`src/hw/host_cmd_pkg.sv`:
```
package host_cmd_pkg;
  // Packet types
  localparam logic [7:0] CMD_WATCHDOG = 8'h1D;
  localparam logic [7:0] CMD_STATUS = 8'h1E;
  localparam logic [7:0] CMD_TEXT = 8'h1F;
  localparam logic [7:0] CMD_BAUD = 8'h21;
  localparam logic [7:0] CMD_PIN = 8'h22;
  localparam logic [7:0] ACK_FLAG = 8'h40;
  localparam logic [7:0] NAK_FLAG = 8'h80;
  // Packet geometry
  localparam int unsigned CMD_BYTES = 22;
  localparam int unsigned STATUS_BYTES = 15;
  localparam logic [4:0] STATUS_LEN = 5'h0F;
  localparam int unsigned WD_BYTE = 8;
  localparam logic [4:0] TEXT_MIN_LEN = 5'h03;
  localparam logic [4:0] TEXT_MAX_LEN = 5'h16;
  localparam logic [7:0] COL_MAX = 8'h13;
  localparam logic [7:0] ROW_MAX = 8'h03;
  // Pins
  localparam int unsigned PINS = 13;
  localparam int unsigned IO_PINS = 5;
  localparam int unsigned RST_PIN = 3;
  localparam logic [7:0] PIN_LIMIT = 8'h0D;
  localparam logic [7:0] VAL_MAX = 8'h64;
  localparam logic [7:0] CFG_MAX = 8'h0F;
  localparam int unsigned FUNC_BIT = 3;
  // Drive modes
  localparam logic [2:0] DM_FAST_UP_RES_DN = 3'h0;
  localparam logic [2:0] DM_FAST_BOTH = 3'h1;
  localparam logic [2:0] DM_HIZ = 3'h2;
  localparam logic [2:0] DM_RES_UP_FAST_DN = 3'h3;
  localparam logic [2:0] DM_SLOW_UP_HIZ = 3'h4;
  localparam logic [2:0] DM_SLOW_BOTH = 3'h5;
  localparam logic [2:0] DM_RESERVED = 3'h6;
  localparam logic [2:0] DM_HIZ_SLOW_DN = 3'h7;
  // Reset values
  localparam logic BAUD_115K_RESET = 1'b1;
  // Timing
  localparam int unsigned CLK_PERIOD_NS = 10;
  localparam int unsigned PWM_HZ = 100;
  localparam int unsigned PWM_STEPS = 100;
  localparam int unsigned SAMPLE_HZ = 50;
  localparam int unsigned HOLD_NS = 1_000_000_000;
  localparam int unsigned STEP_CYCLES = 1_000_000_000 / (CLK_PERIOD_NS * PWM_HZ * PWM_STEPS);
  localparam int unsigned STEPS_PER_SAMPLE = PWM_HZ * PWM_STEPS / SAMPLE_HZ;
  localparam int unsigned SAMPLES_PER_SEC = SAMPLE_HZ;
  localparam int unsigned HOLD_CYCLES = HOLD_NS / CLK_PERIOD_NS;

  typedef enum logic [1:0] {BAUD_IDLE = 2'b01, BAUD_WAIT = 2'b10} baud_state_t;

  typedef struct packed {
    logic valid;
    logic [7:0] kind;
    logic [4:0] len;
    logic [CMD_BYTES-1:0][7:0] data;
  } cmd_t;

  typedef struct packed {
    logic valid;
    logic [7:0] kind;
    logic [4:0] len;
    logic [STATUS_BYTES-1:0][7:0] data;
  } rsp_t;

  typedef struct packed {
    logic valid;
    logic [4:0] col;
    logic [1:0] row;
    logic [4:0] count;
    logic [19:0][7:0] chars;
  } text_t;

  typedef struct packed {
    logic o;
    logic oe;
    logic pu;
    logic pd;
    logic slow;
  } pin_bit_t;

  typedef struct packed {
    logic [IO_PINS-1:0] sync1;
    logic [IO_PINS-1:0] sync2;
    logic [PINS-1:0] samp;
    logic [PINS-1:0] rise;
    logic [PINS-1:0] fall;
    logic [7:0] sub_cnt;
    logic [5:0] sec_cnt;
    logic [6:0] phase;
    logic wd_armed;
    logic [7:0] wd_count;
    logic rst_active;
    logic [26:0] rst_cnt;
    logic baud_115k;
    logic baud_pending;
    baud_state_t fsm;
    rsp_t rsp;
    text_t text;
    logic [PINS-1:0][6:0] pin_val;
    logic [PINS-1:0] pin_func;
    logic [PINS-1:0][2:0] pin_mode;
    logic [PINS-1:0][4:0] drv;
  } cmd_state_t;
endpackage : host_cmd_pkg

```
`src/hw/tick_div.sv`:
```
`timescale 1ns/10ps
`default_nettype none
module tick_div #(
  parameter int unsigned COUNT = 10
) (
  input wire logic i_core_clk,
  input wire logic i_rstn,
  output logic o_tick
);
  logic [15:0] cnt;
  logic [15:0] next_cnt;

  // Free-running divider, one-cycle pulse at wrap
  always_comb begin
    o_tick = (cnt == 16'(COUNT - 1));
    next_cnt = o_tick ? 16'h0000 : cnt + 16'h0001;
  end

  always_ff @(posedge i_core_clk or negedge i_rstn) begin
    if (!i_rstn) begin
      cnt <= 16'h0000;
    end else begin
      cnt <= next_cnt;
    end
  end
endmodule : tick_div
`default_nettype wire

```
`src/hw/host_cmd_watchdog_gpio_handler.sv`:
```
// Functional notes
// - Watchdog command: one byte, zero disables, 1-255 arms for that many seconds.
// - Armed watchdog expiring without a new command resets the host.
// - Watchdog off at power-up; no second reset until host re-enables it.
// - Good reply type is request type ORed with 0x40.
// - Status read 0x1E returns 15 bytes, byte 8 is watchdog counter.
// - Status byte order: masks, options, counter, glitch delays, contrast, backlight.
// - Text request: 3-22 bytes, column 0-19, row 0-3, then characters.
// - Acknowledge at old baud rate, then switch rate.
// - Serial rate starts at 115200 baud.
// - Two bytes set value only; three also configure; index 13+ ignored.
// - Value 0 low, 100 high, 1-99 gives 100 Hz PWM duty.
// - Value acts only with function bit set and an output drive mode.
// - Function bit clear gives default function, set gives user control.
// - Pins sampled at 50 Hz with latched rising and falling flags.
// - Reported level is the sampled pin level for pins 0-4, the driven output value for pins 5-12.
// - Host reset line idles high impedance, asserts high or low.
// - Host reset is held asserted for one second.
`timescale 1ns/10ps
`default_nettype none
module host_cmd_watchdog_gpio_handler #(
  parameter int unsigned STEP_CYCLES = host_cmd_pkg::STEP_CYCLES,
  parameter int unsigned HOLD_CYCLES = host_cmd_pkg::HOLD_CYCLES
) (
  input wire logic i_core_clk,
  input wire logic i_rstn,
  input wire host_cmd_pkg::cmd_t i_cmd,
  output host_cmd_pkg::rsp_t o_rsp,
  input wire logic i_rsp_sent,
  input wire logic [host_cmd_pkg::STATUS_BYTES-1:0][7:0] i_status,
  output host_cmd_pkg::text_t o_text,
  output logic o_baud_115k,
  input wire logic i_rst_drive_high,
  input wire logic [host_cmd_pkg::IO_PINS-1:0] i_pin_in,
  input wire logic [host_cmd_pkg::PINS-1:0] i_dflt_o,
  input wire logic [host_cmd_pkg::PINS-1:0] i_dflt_oe,
  output logic [host_cmd_pkg::PINS-1:0] o_pin_o,
  output logic [host_cmd_pkg::PINS-1:0] o_pin_oe,
  output logic [host_cmd_pkg::PINS-1:0] o_pin_pu,
  output logic [host_cmd_pkg::PINS-1:0] o_pin_pd,
  output logic [host_cmd_pkg::PINS-1:0] o_pin_slow,
  output logic [host_cmd_pkg::PINS-1:0] o_pin_level,
  output logic [host_cmd_pkg::PINS-1:0] o_pin_rise,
  output logic [host_cmd_pkg::PINS-1:0] o_pin_fall,
  input wire logic i_pin_read,
  input wire logic [7:0] i_pin_read_idx,
  output logic o_wd_armed,
  output logic [7:0] o_wd_count,
  output logic o_host_rst_active
);
  host_cmd_pkg::cmd_state_t s;
  host_cmd_pkg::cmd_state_t n;
  logic step_tick;
  logic sample_tick;
  logic sec_tick;
  logic [host_cmd_pkg::PINS-1:0] level;

  // Drive mode table: what a user pin does for a given mode and level
  function automatic host_cmd_pkg::pin_bit_t drive_of(input logic [2:0] mode, input logic hi);
    host_cmd_pkg::pin_bit_t d;
    d = '0;
    unique case (mode)
      host_cmd_pkg::DM_FAST_UP_RES_DN: begin
        d.o = hi;
        d.oe = hi;
        d.pd = !hi;
      end
      host_cmd_pkg::DM_FAST_BOTH: begin
        d.o = hi;
        d.oe = 1'b1;
      end
      host_cmd_pkg::DM_RES_UP_FAST_DN: begin
        d.pu = hi;
        d.oe = !hi;
      end
      host_cmd_pkg::DM_SLOW_UP_HIZ: begin
        d.o = hi;
        d.oe = hi;
        d.slow = 1'b1;
      end
      host_cmd_pkg::DM_SLOW_BOTH: begin
        d.o = hi;
        d.oe = 1'b1;
        d.slow = 1'b1;
      end
      host_cmd_pkg::DM_HIZ_SLOW_DN: begin
        d.oe = !hi;
        d.slow = 1'b1;
      end
      default: d = '0; // Input and reserved modes float, value ignored
    endcase
    return d;
  endfunction : drive_of

  tick_div #(.COUNT(STEP_CYCLES)) u_step (
    .i_core_clk(i_core_clk),
    .i_rstn(i_rstn),
    .o_tick(step_tick)
  );

  // Slower rates derived from the PWM step so all ticks stay phase-locked
  assign sample_tick = step_tick && (s.sub_cnt == 8'(host_cmd_pkg::STEPS_PER_SAMPLE - 1));
  assign sec_tick = sample_tick && (s.sec_cnt == 6'(host_cmd_pkg::SAMPLES_PER_SEC - 1));
  assign level = {o_pin_o[host_cmd_pkg::PINS-1:host_cmd_pkg::IO_PINS], s.sync2};

  // Next-state logic for the whole block
  always_comb begin
    host_cmd_pkg::pin_bit_t d;
    logic [7:0] idx;
    d = '0;
    idx = i_cmd.data[0];
    n = s;
    n.rsp.valid = 1'b0;
    n.text.valid = 1'b0;
    n.sync1 = i_pin_in;
    n.sync2 = s.sync1;
    if (step_tick) begin
      n.phase = (s.phase == 7'(host_cmd_pkg::PWM_STEPS - 1)) ? 7'h00 : s.phase + 7'h01;
      n.sub_cnt = sample_tick ? 8'h00 : s.sub_cnt + 8'h01;
    end
    if (sample_tick) begin
      n.sec_cnt = sec_tick ? 6'h00 : s.sec_cnt + 6'h01;
    end
    // Clear on read first so a same-cycle edge still sets the flag
    if (i_pin_read && i_pin_read_idx < host_cmd_pkg::PIN_LIMIT) begin
      n.rise[i_pin_read_idx[3:0]] = 1'b0;
      n.fall[i_pin_read_idx[3:0]] = 1'b0;
    end
    if (sample_tick) begin
      n.samp = level;
      n.rise = n.rise | (level & ~s.samp);
      n.fall = n.fall | (~level & s.samp);
    end
    // Watchdog countdown; expiry fires one reset and disarms
    if (sec_tick && s.wd_armed) begin
      n.wd_count = s.wd_count - 8'h01;
      if (s.wd_count == 8'h01) begin
        n.wd_armed = 1'b0;
        n.rst_active = 1'b1;
        n.rst_cnt = '0;
      end
    end
    if (s.rst_active) begin
      n.rst_cnt = s.rst_cnt + 27'h0000001;
      if (s.rst_cnt == 27'(HOLD_CYCLES - 1)) begin
        n.rst_active = 1'b0;
      end
    end
    // Baud switch waits for the acknowledge to leave the wire
    unique case (s.fsm)
      host_cmd_pkg::BAUD_IDLE: ;
      host_cmd_pkg::BAUD_WAIT: begin
        if (i_rsp_sent) begin
          n.baud_115k = s.baud_pending;
          n.fsm = host_cmd_pkg::BAUD_IDLE;
        end
      end
    endcase
    // Command decode; a malformed request gets a negative reply
    if (i_cmd.valid) begin
      n.rsp.valid = 1'b1;
      n.rsp.kind = i_cmd.kind | host_cmd_pkg::NAK_FLAG;
      n.rsp.len = 5'h00;
      n.rsp.data = '0;
      case (i_cmd.kind)
        host_cmd_pkg::CMD_WATCHDOG: begin
          if (i_cmd.len == 5'h01) begin
            n.wd_count = idx;
            n.wd_armed = (idx != 8'h00);
            n.rsp.kind = i_cmd.kind | host_cmd_pkg::ACK_FLAG;
          end
        end
        host_cmd_pkg::CMD_STATUS: begin
          if (i_cmd.len == 5'h00) begin
            n.rsp.kind = i_cmd.kind | host_cmd_pkg::ACK_FLAG;
            n.rsp.len = host_cmd_pkg::STATUS_LEN;
            n.rsp.data = i_status;
            n.rsp.data[host_cmd_pkg::WD_BYTE] = s.wd_count;
          end
        end
        host_cmd_pkg::CMD_TEXT: begin
          if (i_cmd.len >= host_cmd_pkg::TEXT_MIN_LEN && i_cmd.len <= host_cmd_pkg::TEXT_MAX_LEN
              && idx <= host_cmd_pkg::COL_MAX && i_cmd.data[1] <= host_cmd_pkg::ROW_MAX) begin
            n.text.valid = 1'b1;
            n.text.col = idx[4:0];
            n.text.row = i_cmd.data[1][1:0];
            n.text.count = i_cmd.len - 5'h02;
            n.text.chars = i_cmd.data[21:2];
            n.rsp.kind = i_cmd.kind | host_cmd_pkg::ACK_FLAG;
          end
        end
        host_cmd_pkg::CMD_BAUD: begin
          if (i_cmd.len == 5'h01 && idx <= 8'h01 && s.fsm == host_cmd_pkg::BAUD_IDLE) begin
            n.baud_pending = idx[0];
            n.fsm = host_cmd_pkg::BAUD_WAIT;
            n.rsp.kind = i_cmd.kind | host_cmd_pkg::ACK_FLAG;
          end
        end
        host_cmd_pkg::CMD_PIN: begin
          if ((i_cmd.len == 5'h02 || (i_cmd.len == 5'h03
              && i_cmd.data[2] <= host_cmd_pkg::CFG_MAX)) && i_cmd.data[1] <= host_cmd_pkg::VAL_MAX) begin
            n.rsp.kind = i_cmd.kind | host_cmd_pkg::ACK_FLAG;
            if (idx < host_cmd_pkg::PIN_LIMIT) begin
              n.pin_val[idx[3:0]] = i_cmd.data[1][6:0];
              if (i_cmd.len == 5'h03) begin
                n.pin_func[idx[3:0]] = i_cmd.data[2][host_cmd_pkg::FUNC_BIT];
                n.pin_mode[idx[3:0]] = i_cmd.data[2][2:0];
              end
            end
          end
        end
        default: ;
      endcase
    end
    // Pin drivers: user control or default function
    for (int i = 0; i < host_cmd_pkg::PINS; i++) begin
      if (s.pin_func[i]) begin
        d = drive_of(s.pin_mode[i], s.pin_val[i] > s.phase);
      end else if (i == host_cmd_pkg::RST_PIN) begin
        d = '0;
        d.o = i_rst_drive_high;
        d.oe = s.rst_active;
      end else begin
        d = '0;
        d.o = i_dflt_o[i];
        d.oe = i_dflt_oe[i];
      end
      n.drv[i] = d;
    end
  end

  always_ff @(posedge i_core_clk or negedge i_rstn) begin
    if (!i_rstn) begin
      s <= '0;
      s.baud_115k <= host_cmd_pkg::BAUD_115K_RESET;
      s.baud_pending <= host_cmd_pkg::BAUD_115K_RESET;
      s.fsm <= host_cmd_pkg::BAUD_IDLE;
    end else begin
      s <= n;
    end
  end

  // Outputs straight from state
  always_comb begin
    for (int i = 0; i < host_cmd_pkg::PINS; i++) begin
      {o_pin_o[i], o_pin_oe[i], o_pin_pu[i], o_pin_pd[i], o_pin_slow[i]} = s.drv[i];
    end
  end
  assign o_rsp = s.rsp;
  assign o_text = s.text;
  assign o_baud_115k = s.baud_115k;
  assign o_pin_level = s.samp;
  assign o_pin_rise = s.rise;
  assign o_pin_fall = s.fall;
  assign o_wd_armed = s.wd_armed;
  assign o_wd_count = s.wd_count;
  assign o_host_rst_active = s.rst_active;
endmodule : host_cmd_watchdog_gpio_handler
`default_nettype wire

```
`config.mk`:
```
export PLATFORM = sky130hd
export DESIGN_NAME = host_cmd_watchdog_gpio_handler
export DESIGN_NICKNAME = d
export VERILOG_FILES = /design/src/hw/host_cmd_pkg.sv /design/src/hw/tick_div.sv /design/src/hw/host_cmd_watchdog_gpio_handler.sv
export SDC_FILE = /design/constraint.sdc
export NUM_CORES = 1
export LEC_CHECK = 0
export BUFFER_PORTS_ARGS = -buffer_cell sky130_fd_sc_hd__buf_4
export CORE_AREA = 2 2 303 305
export DETAILED_ROUTE_END_ITERATION = 16
export DIE_AREA = 0 0 305 307
export GPL_TIMING_DRIVEN = 0
export PLACE_DENSITY = 0.65
export SETUP_SLACK_MARGIN = 0.2
export SYNTH_ARGS = -nofsm -noshare
export SYNTH_HDL_FRONTEND = slang
export SYNTH_HIERARCHICAL = 1
export SYNTH_SLANG_ARGS = --single-unit
```
`constraint.sdc`:
```
create_clock -name i_core_clk -period 8.5 [get_ports i_core_clk]
set_input_delay 1.7 -clock i_core_clk [delete_from_list [all_inputs] [get_ports i_core_clk]]
set_output_delay 1.7 -clock i_core_clk [all_outputs]
set_load 0.02 [all_outputs]
```
; Word level (Yosys, flattened, before mapping)
; Cells that the tools add are included.
[word_totals]
register_bits = 642
in_bits = 354
out_inout_bits = 422
word_cells = 457
[op_classes]
addsub = 7
reduce_logical = 115
magnitude_cmp = 26
n_mux = 121
n_bitwise = 9
n_eq_ne = 81
[ops]
columns = cell, count
row1 = $mux W452, 1
row2 = $mux W143, 3
row3 = $mux W173, 2
row4 = $mux W133, 1
row5 = $mux W125, 1
row6 = $eq A3 B3 Y1 const B, 39
row7 = $bwmux W91, 1
row8 = $gt A7 B7 Y1, 13
row9 = $reduce_or A2 Y1, 39
row10 = $mux W5, 13
row11 = $mux W1, 56
row12 = $mux W28, 2
row13 = $and A13 B13 Y13, 4
row14 = $mux W26, 2
row15 = $mux W52, 1
row16 = $reduce_or A4 Y1, 13
row17 = $mux W8, 5
row18 = $pmux W8 S5, 1
row19 = $bwmux W39, 1
row20 = $eq A3 B1 Y1 const B, 13
row21 = $eq A3 B2 Y1 const B, 13
row22 = $logic_not A3 Y1, 13
row23 = $not A13 Y13, 3
row24 = $pmux W1 S3, 13
row25 = 52 further kinds, 106

; Depth between registers and ports, before layout
[logic_depth]
ltp_word = 10
ltp_mapped = 11
mapped_depth_nobuf = 8

; Modules after synthesis
; Netlist, hierarchy kept.
[by_module_without_submodules]
columns = mod, cells_per_inst, area_per_inst_um2, seq_area_each_um2, n_inst
row1 = host_cmd_watchdog_gpio_handler, 2492, 29669.7, 15568.7, 1
row2 = tick_div, 73, 797.0, 400.4, 1

; Worst setup path after synthesis
; No wires, ideal clock.
[synth_timing]
kind = input-to-reg
start = in i_cmd[178] (netlist bit)
end = reg s (netlist bit o_text[165])
setup_slack_ps = 4379
t_required_ps = 8375
stages = 10
setup_ps = 125
n_path_buf = 3
arrival_ps = 3996
path_cell_list = inv_1 > ha_1 > o21ai_0 > and2_1 > or4_1 > nor3_1 > clkbuf_1 > clkbuf_1 > buf_1 > mux2_2
[synth_via]
elab_chain_len = 5
elab_cells_between_ends = 6
classes_between = order compare: 2 / reduce/logical: 4
[synth_lines]
columns = item, line_no
row1 = "start, declared", host_cmd_watchdog_gpio_handler.sv:27  ; input wire host_cmd_pkg::cmd_t i_cmd,
row2 = $ge A5 B2 Y1 / $le A5 B5 Y1 (equally long branches), host_cmd_watchdog_gpio_handler.sv:182  ; if (i_cmd.len >= host_cmd_pkg::TEXT_MIN_LEN && i_cmd.len <= host_cmd_pkg::TEXT_MAX_LEN
row3 = $logic_and A1 B1 Y1 *, host_cmd_watchdog_gpio_handler.sv:182
row4 = $logic_and A1 B1 Y1 * (2 in a row), host_cmd_watchdog_gpio_handler.sv:183  ; && idx <= host_cmd_pkg::COL_MAX && i_cmd.data[1] <= host_cmd_pkg::ROW_MAX) begin
row5 = $reduce_and A3 Y1 (no source line) *, -
row6 = "end signal, assigned", host_cmd_watchdog_gpio_handler.sv:239  ; s <= n;
row7 = "end, declared", host_cmd_watchdog_gpio_handler.sv:51  ; host_cmd_pkg::cmd_state_t s;
; Mark *: on every way between the ends. The rest lies on a longest branch, timed or not.
; A chain may end at the register's enable or synchronous reset.

; Final worst setup path
[layout_timing]
start = in i_cmd[189] (netlist bit)
end = reg s (netlist bit o_text[161])
[layout_via]
elab_chain_len = 1
[layout_lines]
columns = item
row1 = $reduce_and A3 Y1 (no source line)
; No other way between the ends.

==> results.json <==
{
  "status": "finished, final reports clean",
  "critPathMostFrequentCell": "clkbuf_1",
  "netlist_instances": 2565,
  "synth_adder_area_share_pct": 4.189,
  "finalPower_uw": 6627,
  "fin_ws_ns": 3.470,
  "dieHeight_um": 307,
  "grt_pass1_wl_um": 141800,
  "grt_overflow": 0,
  "antenna_found_initial": 15,
  "synth_seq_cells": 638,
  "final_common_cell": "buf_4",
  "drv_cap": 0,
  "dp_hpwl_um": 73930,
  "tightest_slew_ns": 1.263,
  "ff2ff_setup_slack_ns": 4.33,
  "fmax_ghz": 0.1988,
  "ctsHtreeMaxLevel": 3,
  "grt_use_total_pct": 19.99,
  "synth_edf_count": 0,
  "die_x_um": 305,
  "portBuffers": 761,
  "placementRows": 111,
  "clk_latency_ns": 0.65,
  "slew-limit-headroom_pct": 15.04,
  "via_per_inst": 4.764,
  "clockBufferDepth": 3,
  "place_area_um2": 37850,
  "required_ns": 9.00,
  "worstPathCellList": "buf_4 > clkinv_1 > or4_1 > nor3_1 > clkbuf_1 > clkbuf_1 > buf_1 > mux2_2",
  "yosys.area_share.simple_pct": 8.661,
  "cts_setup_buffers": 0,
  "synth_mux_area_share_pct": 12.19,
  "p_per_area_nw_per_um2": 164.4,
  "cts_tree": "yes",
  "synth_top_family_by_area": "buffers and inverters",
  "min_path_type": "reg -> reg",
  "yosysTopAreaCell": "dfrtp_1",
  "ctsHoldBuffers": 0,
  "rsz0062_at_grt": "false",
  "cpPeakStageDelay_ns": 0.72,
  "num-nets-final": 3866,
  "multiInputGateArea_um2": 10660,
  "place_ws_ns": 2.675,
  "end_kind": "flip-flop",
  "slew_violations": 0,
  "drc": 0,
  "finalInstanceArea_um2": 40320,
  "tritoncts.num_buffers": 75,
  "ant_nets": 0,
  "path_clk_slew_ns": 0.06,
  "firstDrtPassIters": 5,
  "synth_fp_nets": 3021,
  "drive_gt1_share_pct": 48.15,
  "synth.area.top_cells": "dfrtp_1 52%, mux2_2 12%, buf_4 10%",
  "fin_worst_skew_ns": 0.03796,
  "drt-initial-drc-count": 1358,
  "slowest_stage": "or4_1",
  "start_util_pct": 33.59,
  "nFillCells": 8459,
  "io_pins": 776,
  "yosys.cell_types.count": 58,
  "post-place-cells": 4519,
  "final.setup.tns_ns": 0,
  "place_congestion": 0.8438,
  "core-area_um2": 90690,
  "cts_sinks": 638,
  "area_growth_pct": 32.34,
  "final_cell_mix": "1180 x buf_4, 635 x dfrtp_1, 326 x mux2_2",
  "synth_compound_area_share_pct": 8.895,
  "setup-violations-final": 0,
  "cp_max_fo": 10,
  "grt_pass1_vias": 22330,
  "synth_top_flop_cell": "dfrtp_1",
  "ys_seq_area_share_pct": 52.41,
  "num_vias": 22210,
  "period_share_pct": 59.17,
  "cts_resized": 0,
  "syn-mean-instance-area_um2": 11.88,
  "wl_per_cell_um": 20.62,
  "crit_arrival_ns": 5.53,
  "cp-start-kind": "input pin",
  "yosys_warnings": 6,
  "crit_type": "in -> reg",
  "routed_wirelength_um": 96120,
  "root_buffer": "clkbuf_16",
  "dieArea_um2": 93640,
  "ir_worst_vdd_mv": 0.1582,
  "async_flop_share_pct": 100.0,
  "final_hold_viol_count": 0,
  "fin_cells": 4661,
  "grt_max_degree": 112,
  "synth_xor_area_share_pct": 1.006,
  "syn_area_um2": 30470,
  "synth_top_area_share_pct": 52.16,
  "seq_area_um2": 15970,
  "power.leakage_uw": 0.02082,
  "period_needed_ns": 5.030
}
## Yosys cell counts, drive strengths merged (19+ instances only)
cell type	instances
a21oi	68
a22o	127
a31oi	19
a32o	21
buf	439
clkbuf	68
dfrtp	635
ha	102
inv	91
mux2	329
nand2	117
nand3	78
nand4	53
nor2	47
nor2b	34
nor3	30
o21ai	92
o31ai	21
xor2	23
## critical path: cells and delay by family
| kind | cells | cell delay (ns) |
|---|---|---|
| buf+inv | 5 | 2.19 |
| mux | 1 | 0.41 |
| simple gates | 2 | 1.21 |
## where the power goes
| part | leakage (µW) | switching [µW] | internal (µW) |
|---|---|---|---|
| Sequential | 0.00874 | 9.39 | 3050 |
| Combinational | 0.0109 | 185 | 154 |
| Clock | 0.00119 | 1380 | 1840 |
| Total | 0.0208 | 1580 | 5050 |
## cells by family (layout without fill, tap and decap cells)
family	Yosys count	in the layout
buffers and inverters	599	1500
multiplexers	330	330
flip-flops	638	638
adder cells (fa/ha/maj)	102	102
XOR/XNOR	35	35
AO/OA/AOI/OAI	385	385
other	1	10
AND/OR/NAND/NOR	475	475
## metrics by stage
stage | hold slack, ns | util, %
after global routing | 0.3549 | 44.45
after floorplan | 0.3312 | -
after CTS | 0.3432 | 44.43
after detailed placement | 0.3347 | 41.74
final | 0.3464 | 44.46
after global placement | 0.3353 | 41.53
## path summary, 6_finish.rpt
check | start | to | cells after the start
min in group asynchronous | i_rstn | o_rsp[103]$_DFFE_PN0P_ | 1
worst max register to register | u_step/cnt[7]$_DFF_PN0_ | s[568]$_DFFE_PN0N_ | 11
worst min register to register | n[617]$_DFF_PN0_ | level[1]$_DFF_PN0_ | 0
worst min-delay path | n[617]$_DFF_PN0_ | level[1]$_DFF_PN0_ | 0
max in group asynchronous | i_rstn | o_pin_slow[9]$_DFF_PN0_ | 4
worst max-delay path | i_cmd[189] | o_text[161]$_DFFE_PN0P_ | 8
## layout make-up
cell class                      count  area share [%]
Sequential cell                   638           39.61
Multi-Input combinational cell   1328           26.43
Timing Repair Buffer              768           14.62
Buffer                            507           8.686
Clock buffer                       99           5.179
Tap cell                         1186           3.680
Clock inverter                     34          0.8906
Inverter                           92          0.8565
Antenna cell                        9         0.05586
## routing by layer
metal	wire length (µm)	vias up	global-route usage (%)
li1	-	10410	-
met1	41090	11000	25.77
met2	43300	661	30.49
met3	9507	125	8.587
met4	2178	6	5.653
met5	40	-	0
No activity file was read; power rests on OpenSTA's default activity.
